===== src/pcs_pkg.sv =====
// Package of constants and types for the 16-bit card status decode block
package pcs_pkg;
   localparam int PCS_ADDR_W = 26;
   localparam int PCS_DATA_W = 16;
   localparam int PCS_SYNC_STAGES = 2;
   // Battery condition codes
   typedef enum logic [1:0] {
      PCS_BATT_GOOD = 2'h0,
      PCS_BATT_WEAK = 2'h1,
      PCS_BATT_DEAD = 2'h2
   } pcs_batt_t;
   localparam logic [PCS_ADDR_W-1:0] PCS_ADDR_RST = 26'h0000000;
   localparam logic [PCS_DATA_W-1:0] PCS_DATA_RST = 16'h0000;
   localparam logic [1:0] PCS_SYNC_RST = 2'h3;
   localparam pcs_batt_t PCS_BATT_RST = PCS_BATT_GOOD;
   localparam logic [1:0] PCS_AUDIO_SYNC_RST = 2'h0;
   localparam logic PCS_OE_RST = 1'b0;
   localparam logic PCS_FLAG_RST = 1'b0;
   localparam logic PCS_READY_RST = 1'b1;
   localparam logic PCS_AUDIO_RST = 1'b0;
   localparam int PCS_SYNC_CH = 4;
endpackage


===== src/pcs_card_status.sv =====
// Socket-side address, data and battery/status decode logic for a 16-bit card
`timescale 1ns/1ps
`default_nettype none

// Functional notes
// RL1: drive 26-bit card address, bit 25 MSB
// RL2: 16-bit shared data bus, bit 15 MSB
// RL3: battery memory card drives both detect lines
// RL4: decode good, weak, dead from detect lines
// RL5: I/O mode: detect one relays status change
// RL6: modem card uses detect one as ring
// RL7: detect two is audio only in I/O mode
// RL8: host audio is XOR of socket audio
// RL9: memory card holds ready low while busy
// RL10: synchronise card status inputs before decoding
module pcs_card_status (
   input wire logic ref_clk,
   input wire logic rst_n,
   input wire logic io_mode,
   input wire logic [pcs_pkg::PCS_ADDR_W-1:0] host_addr,
   input wire logic [pcs_pkg::PCS_DATA_W-1:0] host_wdata,
   input wire logic host_write,
   output logic [pcs_pkg::PCS_DATA_W-1:0] host_rdata,
   output logic [pcs_pkg::PCS_ADDR_W-1:0] card_addr,
   input wire logic [pcs_pkg::PCS_DATA_W-1:0] card_data_i,
   output logic [pcs_pkg::PCS_DATA_W-1:0] card_data_o,
   output logic card_data_oe,
   input wire logic battery_detect_one,
   input wire logic battery_detect_two,
   input wire logic card_ready,
   input wire logic other_audio_in,
   output logic [1:0] battery_state,
   output logic card_status_change,
   output logic ring_indicate_in,
   output logic card_ready_sync,
   output logic host_audio_out
);
   import pcs_pkg::*;

   // ****************************************
   // Synchronisers
   // ****************************************
   // Channel order: 0 detect one, 1 detect two, 2 ready, 3 socket audio
   logic [PCS_SYNC_CH-1:0] sync_in;
   logic [PCS_SYNC_CH-1:0] sync_q;
   logic det1_s;
   logic det2_s;
   logic rdy_s;
   logic aud_s;

   assign sync_in = {other_audio_in, card_ready, battery_detect_two, battery_detect_one};

   for (genvar g = 0; g < PCS_SYNC_CH; g++) begin : g_sync
      // Card lines idle high; the audio mix idles low so reset gives no tone
      localparam logic [1:0] STAGE_RST = (g == 3) ? PCS_AUDIO_SYNC_RST : PCS_SYNC_RST;
      logic [1:0] stage_r;
      logic [1:0] stage_nxt;

      always_comb begin
         // Stage 0 is read only by stage 1 (see RL10)
         stage_nxt = {stage_r[0], sync_in[g]};
      end

      always_ff @(posedge ref_clk or negedge rst_n) begin
         if (!rst_n) begin
            stage_r <= STAGE_RST;
         end else begin
            stage_r <= stage_nxt;
         end
      end

      assign sync_q[g] = stage_r[1];
   end

   assign det1_s = sync_q[0];
   assign det2_s = sync_q[1];
   assign rdy_s = sync_q[2];
   assign aud_s = sync_q[3];

   // ****************************************
   // Address and write data toward the card
   // ****************************************
   logic [PCS_ADDR_W-1:0] addr_r, addr_nxt;
   logic [PCS_DATA_W-1:0] wdat_r, wdat_nxt;
   logic oe_r, oe_nxt;

   always_comb begin
      addr_nxt = host_addr;                  // see RL1
      wdat_nxt = host_wdata;                 // see RL2
      oe_nxt = host_write;                   // see RL2
   end

   always_ff @(posedge ref_clk or negedge rst_n) begin
      if (!rst_n) begin
         addr_r <= PCS_ADDR_RST;
         wdat_r <= PCS_DATA_RST;
         oe_r <= PCS_OE_RST;
      end else begin
         addr_r <= addr_nxt;
         wdat_r <= wdat_nxt;
         oe_r <= oe_nxt;
      end
   end

   // ****************************************
   // Read data capture
   // ****************************************
   logic [PCS_DATA_W-1:0] rdat_r, rdat_nxt;

   always_comb begin
      // While we drive the bus the card lines only echo us, so hold the last read
      if (oe_r) begin
         rdat_nxt = rdat_r;
      end else begin
         rdat_nxt = card_data_i;             // see RL2
      end
   end

   always_ff @(posedge ref_clk or negedge rst_n) begin
      if (!rst_n) begin
         rdat_r <= PCS_DATA_RST;
      end else begin
         rdat_r <= rdat_nxt;
      end
   end

   // ****************************************
   // Battery condition decode
   // ****************************************
   pcs_batt_t batt_r, batt_nxt;

   always_comb begin
      // Detect one low wins: data is already gone, weak is moot
      if (!det1_s) begin
         batt_nxt = PCS_BATT_DEAD;           // see RL4
      end else if (!det2_s) begin
         batt_nxt = PCS_BATT_WEAK;           // see RL4
      end else begin
         batt_nxt = PCS_BATT_GOOD;           // see RL4
      end
      // The lines carry other meanings in I/O mode; report good there
      if (io_mode) begin
         batt_nxt = PCS_BATT_GOOD;
      end
   end

   always_ff @(posedge ref_clk or negedge rst_n) begin
      if (!rst_n) begin
         batt_r <= PCS_BATT_RST;
      end else begin
         batt_r <= batt_nxt;
      end
   end

   // ****************************************
   // Status change and ring
   // ****************************************
   logic chg_r, chg_nxt;
   logic ring_r, ring_nxt;

   always_comb begin
      // Card signals status change and ring active low on detect one
      chg_nxt = io_mode & ~det1_s;           // see RL5
      ring_nxt = io_mode & ~det1_s;          // see RL6
   end

   always_ff @(posedge ref_clk or negedge rst_n) begin
      if (!rst_n) begin
         chg_r <= PCS_FLAG_RST;
         ring_r <= PCS_FLAG_RST;
      end else begin
         chg_r <= chg_nxt;
         ring_r <= ring_nxt;
      end
   end

   // ****************************************
   // Card ready
   // ****************************************
   logic rdy_o_r, rdy_o_nxt;

   always_comb begin
      rdy_o_nxt = rdy_s;                     // see RL9
   end

   always_ff @(posedge ref_clk or negedge rst_n) begin
      if (!rst_n) begin
         rdy_o_r <= PCS_READY_RST;
      end else begin
         rdy_o_r <= rdy_o_nxt;
      end
   end

   // ****************************************
   // Speaker mix
   // ****************************************
   logic spk_r, spk_nxt;

   always_comb begin
      // Audio from this socket counts only in I/O mode
      spk_nxt = (io_mode & det2_s) ^ aud_s;  // see RL7 see RL8
   end

   always_ff @(posedge ref_clk or negedge rst_n) begin
      if (!rst_n) begin
         spk_r <= PCS_AUDIO_RST;
      end else begin
         spk_r <= spk_nxt;
      end
   end

   // ****************************************
   // Outputs
   // ****************************************

   assign card_addr = addr_r;
   assign card_data_o = wdat_r;
   assign card_data_oe = oe_r;
   assign host_rdata = rdat_r;
   assign battery_state = batt_r;
   assign card_status_change = chg_r;
   assign ring_indicate_in = ring_r;
   assign card_ready_sync = rdy_o_r;
   assign host_audio_out = spk_r;
endmodule

`default_nettype wire


===== config.mk =====
export PLATFORM = sky130hd
export DESIGN_NAME = pcs_card_status
export DESIGN_NICKNAME = d
export VERILOG_FILES = /design/src/pcs_pkg.sv /design/src/pcs_card_status.sv
export SDC_FILE = /design/constraint.sdc
export NUM_CORES = 1
export LEC_CHECK = 0
export ABC_AREA = 1
export BUFFER_PORTS_ARGS = -buffer_cell sky130_fd_sc_hd__buf_4
export CAP_MARGIN = 20
export CORE_MARGIN = 4
export CORE_UTILIZATION = 45
export CTS_CLUSTER_SIZE = 10
export DETAILED_ROUTE_END_ITERATION = 8
export PLACE_DENSITY_LB_ADDON = 0.15
export SYNTH_ARGS = -nofsm -noshare
export SYNTH_HDL_FRONTEND = slang
export SYNTH_SLANG_ARGS = --single-unit

===== constraint.sdc =====
create_clock -name ref_clk -period 1.6 [get_ports ref_clk]
set_input_delay 0.32 -clock ref_clk [delete_from_list [all_inputs] [get_ports ref_clk]]
set_output_delay 0.32 -clock ref_clk [all_outputs]
set_load 0.02 [all_outputs]

# Word level (Yosys, flattened, before mapping)
# Index checks and enable logic that the tools add are counted.
# word_totals
register_bits,72
output_inout_bits,65
word_cells,19
# op_classes
muxes,3
n_bitwise,4
# op_table
operator,count
two-way mux 2 bit,2
bitwise AND 1 bit,2
two-way mux 1 bit,1
inverter 1 bit,1
XOR 1 bit,1

# Depth between registers and ports, before layout
# Gate-level depths: netlist of the first run.
# logic_depth
ltp_word,3
depth_mapped,3
depth_no_buf,3

# Worst setup path before layout of the first run
# OpenSTA, ideal clock, no wires.
# synth_path
path_type,reg2out
startpoint,register card_status_change (netlist name)
endpoint,output ring_indicate_in
arrival_time_ns,0.613
required_ns,1.280
setup_slack_ns,0.667
path_stages_with_launch,2
path_cell_list,dfrtp_1 -> buf_4
# synth_lines
element,line_no,rtl
to (decl),pcs_card_status.sv:34,"output logic ring_indicate_in,"

# Final worst setup path of the first run
# layout_path
startpoint,register rdy_o_r (netlist: card_ready_sync)
endpoint,output card_ready_sync
# layout_lines
element,line_no,rtl
from (decl),pcs_card_status.sv:180,"logic rdy_o_r, rdy_o_nxt;"
from (signal assigned),pcs_card_status.sv:190,rdy_o_r <= rdy_o_nxt;
to (decl),pcs_card_status.sv:35,"output logic card_ready_sync,"
# No word-level cell between the ends.

==> summary.txt, run 1 <==
multi-input logic area: 186 µm²
Final Power: 4070 µW
routed wire length: 4.55 mm
worst path arrival time: 0.97 ns
synthesized area: 2110 µm²
setup TNS: 0 ns
clock net sink count: 72
flops & latches, synth: 72
Power Dens Cells: 1200 nW/µm²
vias per cell: 4.32
commonest cells after routing, fill and taps aside: 132 x buf_4, 65 x dfrtp_1, 20 x nand2_1, 18 x inv_1, 12 x o21ai_0
Clock Tree Root: clkbuf_8
post-detail-place hpwl: 3.48 mm
Worst Setup SP: card_ready_sync
commonest non-fill, non-tap cell in the layout: buf_4
first-pass GRT wire length: 7.25 mm
filler cell count: 304
post-synthesis sequential area ratio: 0.860
outcome: complete, no violations
fmax: 0.778 GHz
First-pass DRT Iterations: 4
max-slew violations: 0
Crit. path cell count: 1
largest net degree at the start of global routing: 36
Worst Setup Path Type: flip-flop to output port
dpl cells: 315
die area: 5840 µm²
crit start category: flip-flop
Clk pin slew, worst setup/hold paths: 0.07 ns
grt ovf: 0
relative slew slack: 0.705
initial antenna violation count: 0
IO Pins: 131
Mapped Nets: 200
Antenna Nets Post-Route: 0
R2R Path Start: card_data_oe
Final setup viols: 0
worst-skew pair later-pin latency: 0.32 ns
crit-path leading delay family: flip-flops
CTS Buf Count: 9
Total GRT Usage: 0.165
DRT iter0 DRCs: 60
vias in the first global route: 1497
RSZ-0062 raised after global routing: false
Cell Chain, Critical Path: buf_4
WL per Instance: 13.7 µm
CTS H-tree depth: 3
Vert. Die Dim: 76.4 µm
Hold Path Class: input pin to flip-flop
CP Buf/Inv Count: 1
FF/Latch Area: 1810 µm²
fin nets: 341
CP max stage delay: 0.51 ns
Unique masters post-synth: 10
total of max-cap violations: 0
VDD IR max: 0.772 mV
n_diodes: 0
FP Rows: 24
PostCTS Resize Cnt: 0
Period minus WS final: 1.29 ns
RR Endpoint: host_rdata[4]
R2R Setup Slk: 0.67 ns
via count: 1435
DRC Markers: 0
crit path capture type: output port
hold_buf cts: 1
effective utilization at floorplan: 0.474
Worst Tran Pin Value: 0.443 ns
final cell count without fillers: 332
share of cells above drive strength 1: 0.571
GP Congestion: 0.727
width of the die: 76.4 µm
crit share post-route: 0.803
Yosys warnings: 0
Post-Syn Instances: 134
Core Box Area: 4440 µm²
slowest CP cell: dfstp_2
Leak: 0.00179 µW
CTS tree: built
FF-to-FF path depth: 2
setup bufs post-CTS: 0
Longest Clk Path Bufs: 2
worst endpoint required time: 1.28 ns
clk_skew: 0.00426 ns
port bufs: 130
crit-path max FO: 1
Layout area overhead: 60.5%
final hold vios: 0
Hold Slack: 0.0964 ns
crit path to: card_ready_sync
Synth Area per Inst: 15.7 µm²
-- stage by stage --
step,setup WS [ns],cell area [µm²],utilization
floorplan,0.667,2110,-
global placement,0.661,3140,0.707
detailed placement,0.662,3140,0.707
CTS,0.295,3380,0.761
global route,0.276,3380,0.761
finish,0.315,3380,0.761
-- power by group --
group	leakage (µW)	switching [µW]	internal, µW	total (µW)
combinational	0.000823	263	253	515
clock	0.000119	620	960	1580
sequential	0.000843	40.6	1930	1980
total	0.00179	924	3150	4070
-- flip-flops by register name, summed over array words and instances, names as in the netlist --
| register | cells |
|---|---|
| card_addr | 26 |
| card_data_o | 16 |
| host_rdata | 16 |
| g_sync.stage_r | 8 |
| battery_state | 2 |
| card_data_oe | 1 |
| card_ready_sync | 1 |
| card_status_change | 1 |
| host_audio_out | 1 |
-- cell type report --
type	instances	share of cell area
multi-input cells	40	0.0551
clock inverters	5	0.0233
well taps	52	0.0192
flip-flops and latches	72	0.536
clock buffers	11	0.0448
inverters	18	0.0200
repair buffers	134	0.302
-- cells in the mapped netlist --
master | instances | area share
inv_1 | 18 | 0.032
buf_6 | 3 | 0.016
o21ai_0 | 12 | 0.029
dfstp_2 | 7 | 0.087
nor2_1 | 3 | 0.0053
buf_4 | 1 | 0.0036
nand2_1 | 20 | 0.036
dfrtp_1 | 65 | 0.77
o21ai_2 | 4 | 0.017
nand3_1 | 1 | 0.0024
-- cell families (layout without fill, tap and decap cells) --
group / count (synthesis) / count (layout) / share of synthesized area
AOI/OAI and AO/OA: 16 / 16 / 0.0452
buffers and inverters: 22 / 168 / 0.0517
DFF: 72 / 72 / 0.860
and+or+nand+nor: 24 / 24 / 0.0434
-- layer usage --
metal  track usage  part of all wire
met1         0.172              0.35
met2         0.271              0.49
met4        0.0688             0.018
met5             0                 0
met3        0.0957              0.14
-- worst min-delay path by stage --
stage	start	end	cells past startpoint	slack [ns]
5_1_grt	host_wdata[12]	card_data_o[12]	1	0.07
6_report	host_wdata[12]	card_data_o[12]	1	0.1
2_1_floorplan	rst_n	battery_state[0]	0	0.02
3_3_place_gp	rst_n	host_rdata[9]	1	0.30
3_5_place_dp	rst_n	host_rdata[9]	1	0.30
4_1_cts	host_addr[20]	card_addr[20]	1	0.08
Power figures use the tool's default switching activity.
==> run 2, diff against run 1 <==
CORE_UTILIZATION = 41   (was 45)
clock period = 1.35 ns   (was 1.6 ns; I/O delays follow)
==> run 2 against run 1 <==
Final cell count increased by 4.8%. Critical path depth unchanged. Hold slack worse by 0.062 ns. Die area grew 8.7%. Clock power grew 30%. Combinational power increased by 19%. Wire length up 3.1%.
==> summary.txt, run 2 (synthesis gave the netlist of run 1 again) <==
outcome: complete, no violations (unchanged)
final hold vios: 0 (unchanged)
crit-path leading delay family: flip-flops (unchanged)
Total GRT Usage: 0.168 (was 0.165)
CTS Buf Count: 9 (unchanged)
initial antenna violation count: 0 (unchanged)
setup bufs post-CTS: 0 (unchanged)
fin nets: 342 (was 341)
clk_skew: 0.00945 ns (was 0.00426 ns)
slowest CP cell: dfstp_2 (unchanged)
share of cells above drive strength 1: 0.577 (was 0.571)
Final setup viols: 0 (unchanged)
first-pass GRT wire length: 7.68 mm (was 7.25 mm)
Hold Path Class: input pin to flip-flop (unchanged)
max reg flops: 26 (unchanged)
Worst Setup Path Type: flip-flop to output port (unchanged)
Clk pin slew, worst setup/hold paths: 0.07 ns (about the same)
Power Dens Cells: 1460 nW/µm² (was 1200 nW/µm²)
effective utilization at floorplan: 0.434 (was 0.474)
n_diodes: 0 (unchanged)
Longest Clk Path Bufs: 2 (unchanged)
Core Box Area: 4850 µm² (was 4440 µm²)
Cell Chain, Critical Path: buf_4 (unchanged)
FF/Latch Area: 1810 µm² (about the same)
crit path capture type: output port (unchanged)
Clock Tree Root: clkbuf_8 (unchanged)
Worst Setup SP: card_ready_sync (unchanged)
RSZ-0062 raised after global routing: false (unchanged)
FP Rows: 25 (was 24)
GP Congestion: 0.743 (was 0.727)
crit-path max FO: 1 (unchanged)
worst-skew pair later-pin latency: 0.34 ns (was 0.32 ns)
clock net sink count: 72 (unchanged)
CTS H-tree depth: 3 (unchanged)
Layout area overhead: 63.6% (was 60.5%)
post-layout util: 0.710 (was 0.761)
commonest cells after routing, fill and taps aside: 132 x buf_4, 64 x dfrtp_1, 20 x nand2_1, 18 x inv_1, 12 x o21ai_0 (was 132 x buf_4, 65 x dfrtp_1, 20 x nand2_1, 18 x inv_1, 12 x o21ai_0)
commonest non-fill, non-tap cell in the layout: buf_4 (unchanged)
worst endpoint required time: 1.08 ns (was 1.28 ns)
VDD IR max: 0.848 mV (was 0.772 mV)
CTS tree: built (unchanged)
filler cell count: 366 (was 304)
setup TNS: 0 ns (unchanged)
port bufs: 130 (unchanged)
WL per Instance: 13.5 µm (was 13.7 µm)
max-slew violations: 0 (unchanged)
width of the die: 79.7 µm (was 76.4 µm)
total of max-cap violations: 0 (unchanged)
worst path arrival time: 0.98 ns (was 0.97 ns)
Period minus WS final: 1.25 ns
die area: 6350 µm² (was 5840 µm²)
via count: 1459 (was 1435)
grt ovf: 0 (unchanged)
CP max stage delay: 0.52 ns (was 0.51 ns)
R2R Path Start: card_data_oe (unchanged)
fmax: 0.802 GHz
min-delay src: host_wdata[12] (unchanged)
Worst Tran Pin Value: 0.271 ns (was 0.443 ns)
Leak: 0.00180 µW (was 0.00179 µW)
multi-input logic area: 186 µm² (unchanged)
relative slew slack: 0.819 (was 0.705)
crit start category: flip-flop (unchanged)
IO Pins: 131 (unchanged)
vias in the first global route: 1594 (was 1497)
First-pass DRT Iterations: 4 (unchanged)
Antenna Nets Post-Route: 0 (unchanged)
DRC Markers: 0 (unchanged)
largest net degree at the start of global routing: 30 (was 36)
Vert. Die Dim: 79.7 µm (was 76.4 µm)
CP Buf/Inv Count: 1 (unchanged)
crit share post-route: 0.923
vias per cell: 4.19 (was 4.32)
routed wire length: 4.69 mm (was 4.55 mm)
post-detail-place hpwl: 3.65 mm (was 3.48 mm)
DRT iter0 DRCs: 44 (was 60)
==> run 2: worst paths after layout <==
| path | endpoint | cells after the start | slack (ns) |
|---|---|---|---|
| min | card_data_o[12] | 1 | 0.03 |
| min in group asynchronous | card_addr[12] | 2 | 0.35 |
| max reg2reg | host_rdata[4] | 2 | 0.41 |
| min reg2reg | g_sync[3].stage_r[1] | 0 | 0.35 |
| max | card_ready_sync | 1 | 0.10 |
| max in group asynchronous | card_ready_sync | 3 | 0.50 |
==> run 2: area by class of cell <==
| cell class | count | share of cell area |
|---|---|---|
| clock inverters | 5 | 0.0298 |
| repair buffers | 135 | 0.302 |
| inverters | 18 | 0.0196 |
| well taps | 67 | 0.0243 |
| flip-flops and latches | 72 | 0.526 |
| multi-input cells | 40 | 0.0541 |
| clock buffers | 11 | 0.0440 |
==> run 2: timing repair <==
item | 4_1_cts | 5_1_grt
setup endpoints to repair | 0 | 1
hold buffers | 1 | 0
gates resized for setup | 0 | 1
endpoints found under the hold margin | 14 | 0
==> run 2: through the flow <==
| step | setup slack, ns | instance area [µm²] | total power [µW] | hold slack, ns | instances |
|---|---|---|---|---|---|
| 4_1_cts | 0.0340 | 3440 | 5100 | 0.0126 | 348 |
| 2_1_floorplan | 0.438 | 2110 | 2600 | -0.0256 | 134 |
| 5_1_grt | 0.0488 | 3440 | 5280 | 0.00133 | 348 |
| 6_report | 0.104 | 3440 | 5020 | 0.0344 | 348 |
| 3_3_place_gp | 0.421 | 3180 | 3000 | 0.165 | 331 |
| 3_5_place_dp | 0.368 | 3180 | 3010 | 0.169 | 331 |
==> run 2: layer usage <==
metal | vias up | global-route usage | share of wire
met5 | - | 0 | 0
met3 | 11 | 0.0926 | 0.11
met4 | 0 | 0.0722 | 0.020
met1 | 688 | 0.161 | 0.31
met2 | 75 | 0.294 | 0.55
li1 | 685 | - | -
==> run 2: power by group <==
part           switching, µW  internal [µW]  leakage [µW]
combinational            308            305      0.000833
clock                    737           1320      0.000126
sequential              52.9           2290      0.000842
total                   1100           3920       0.00180
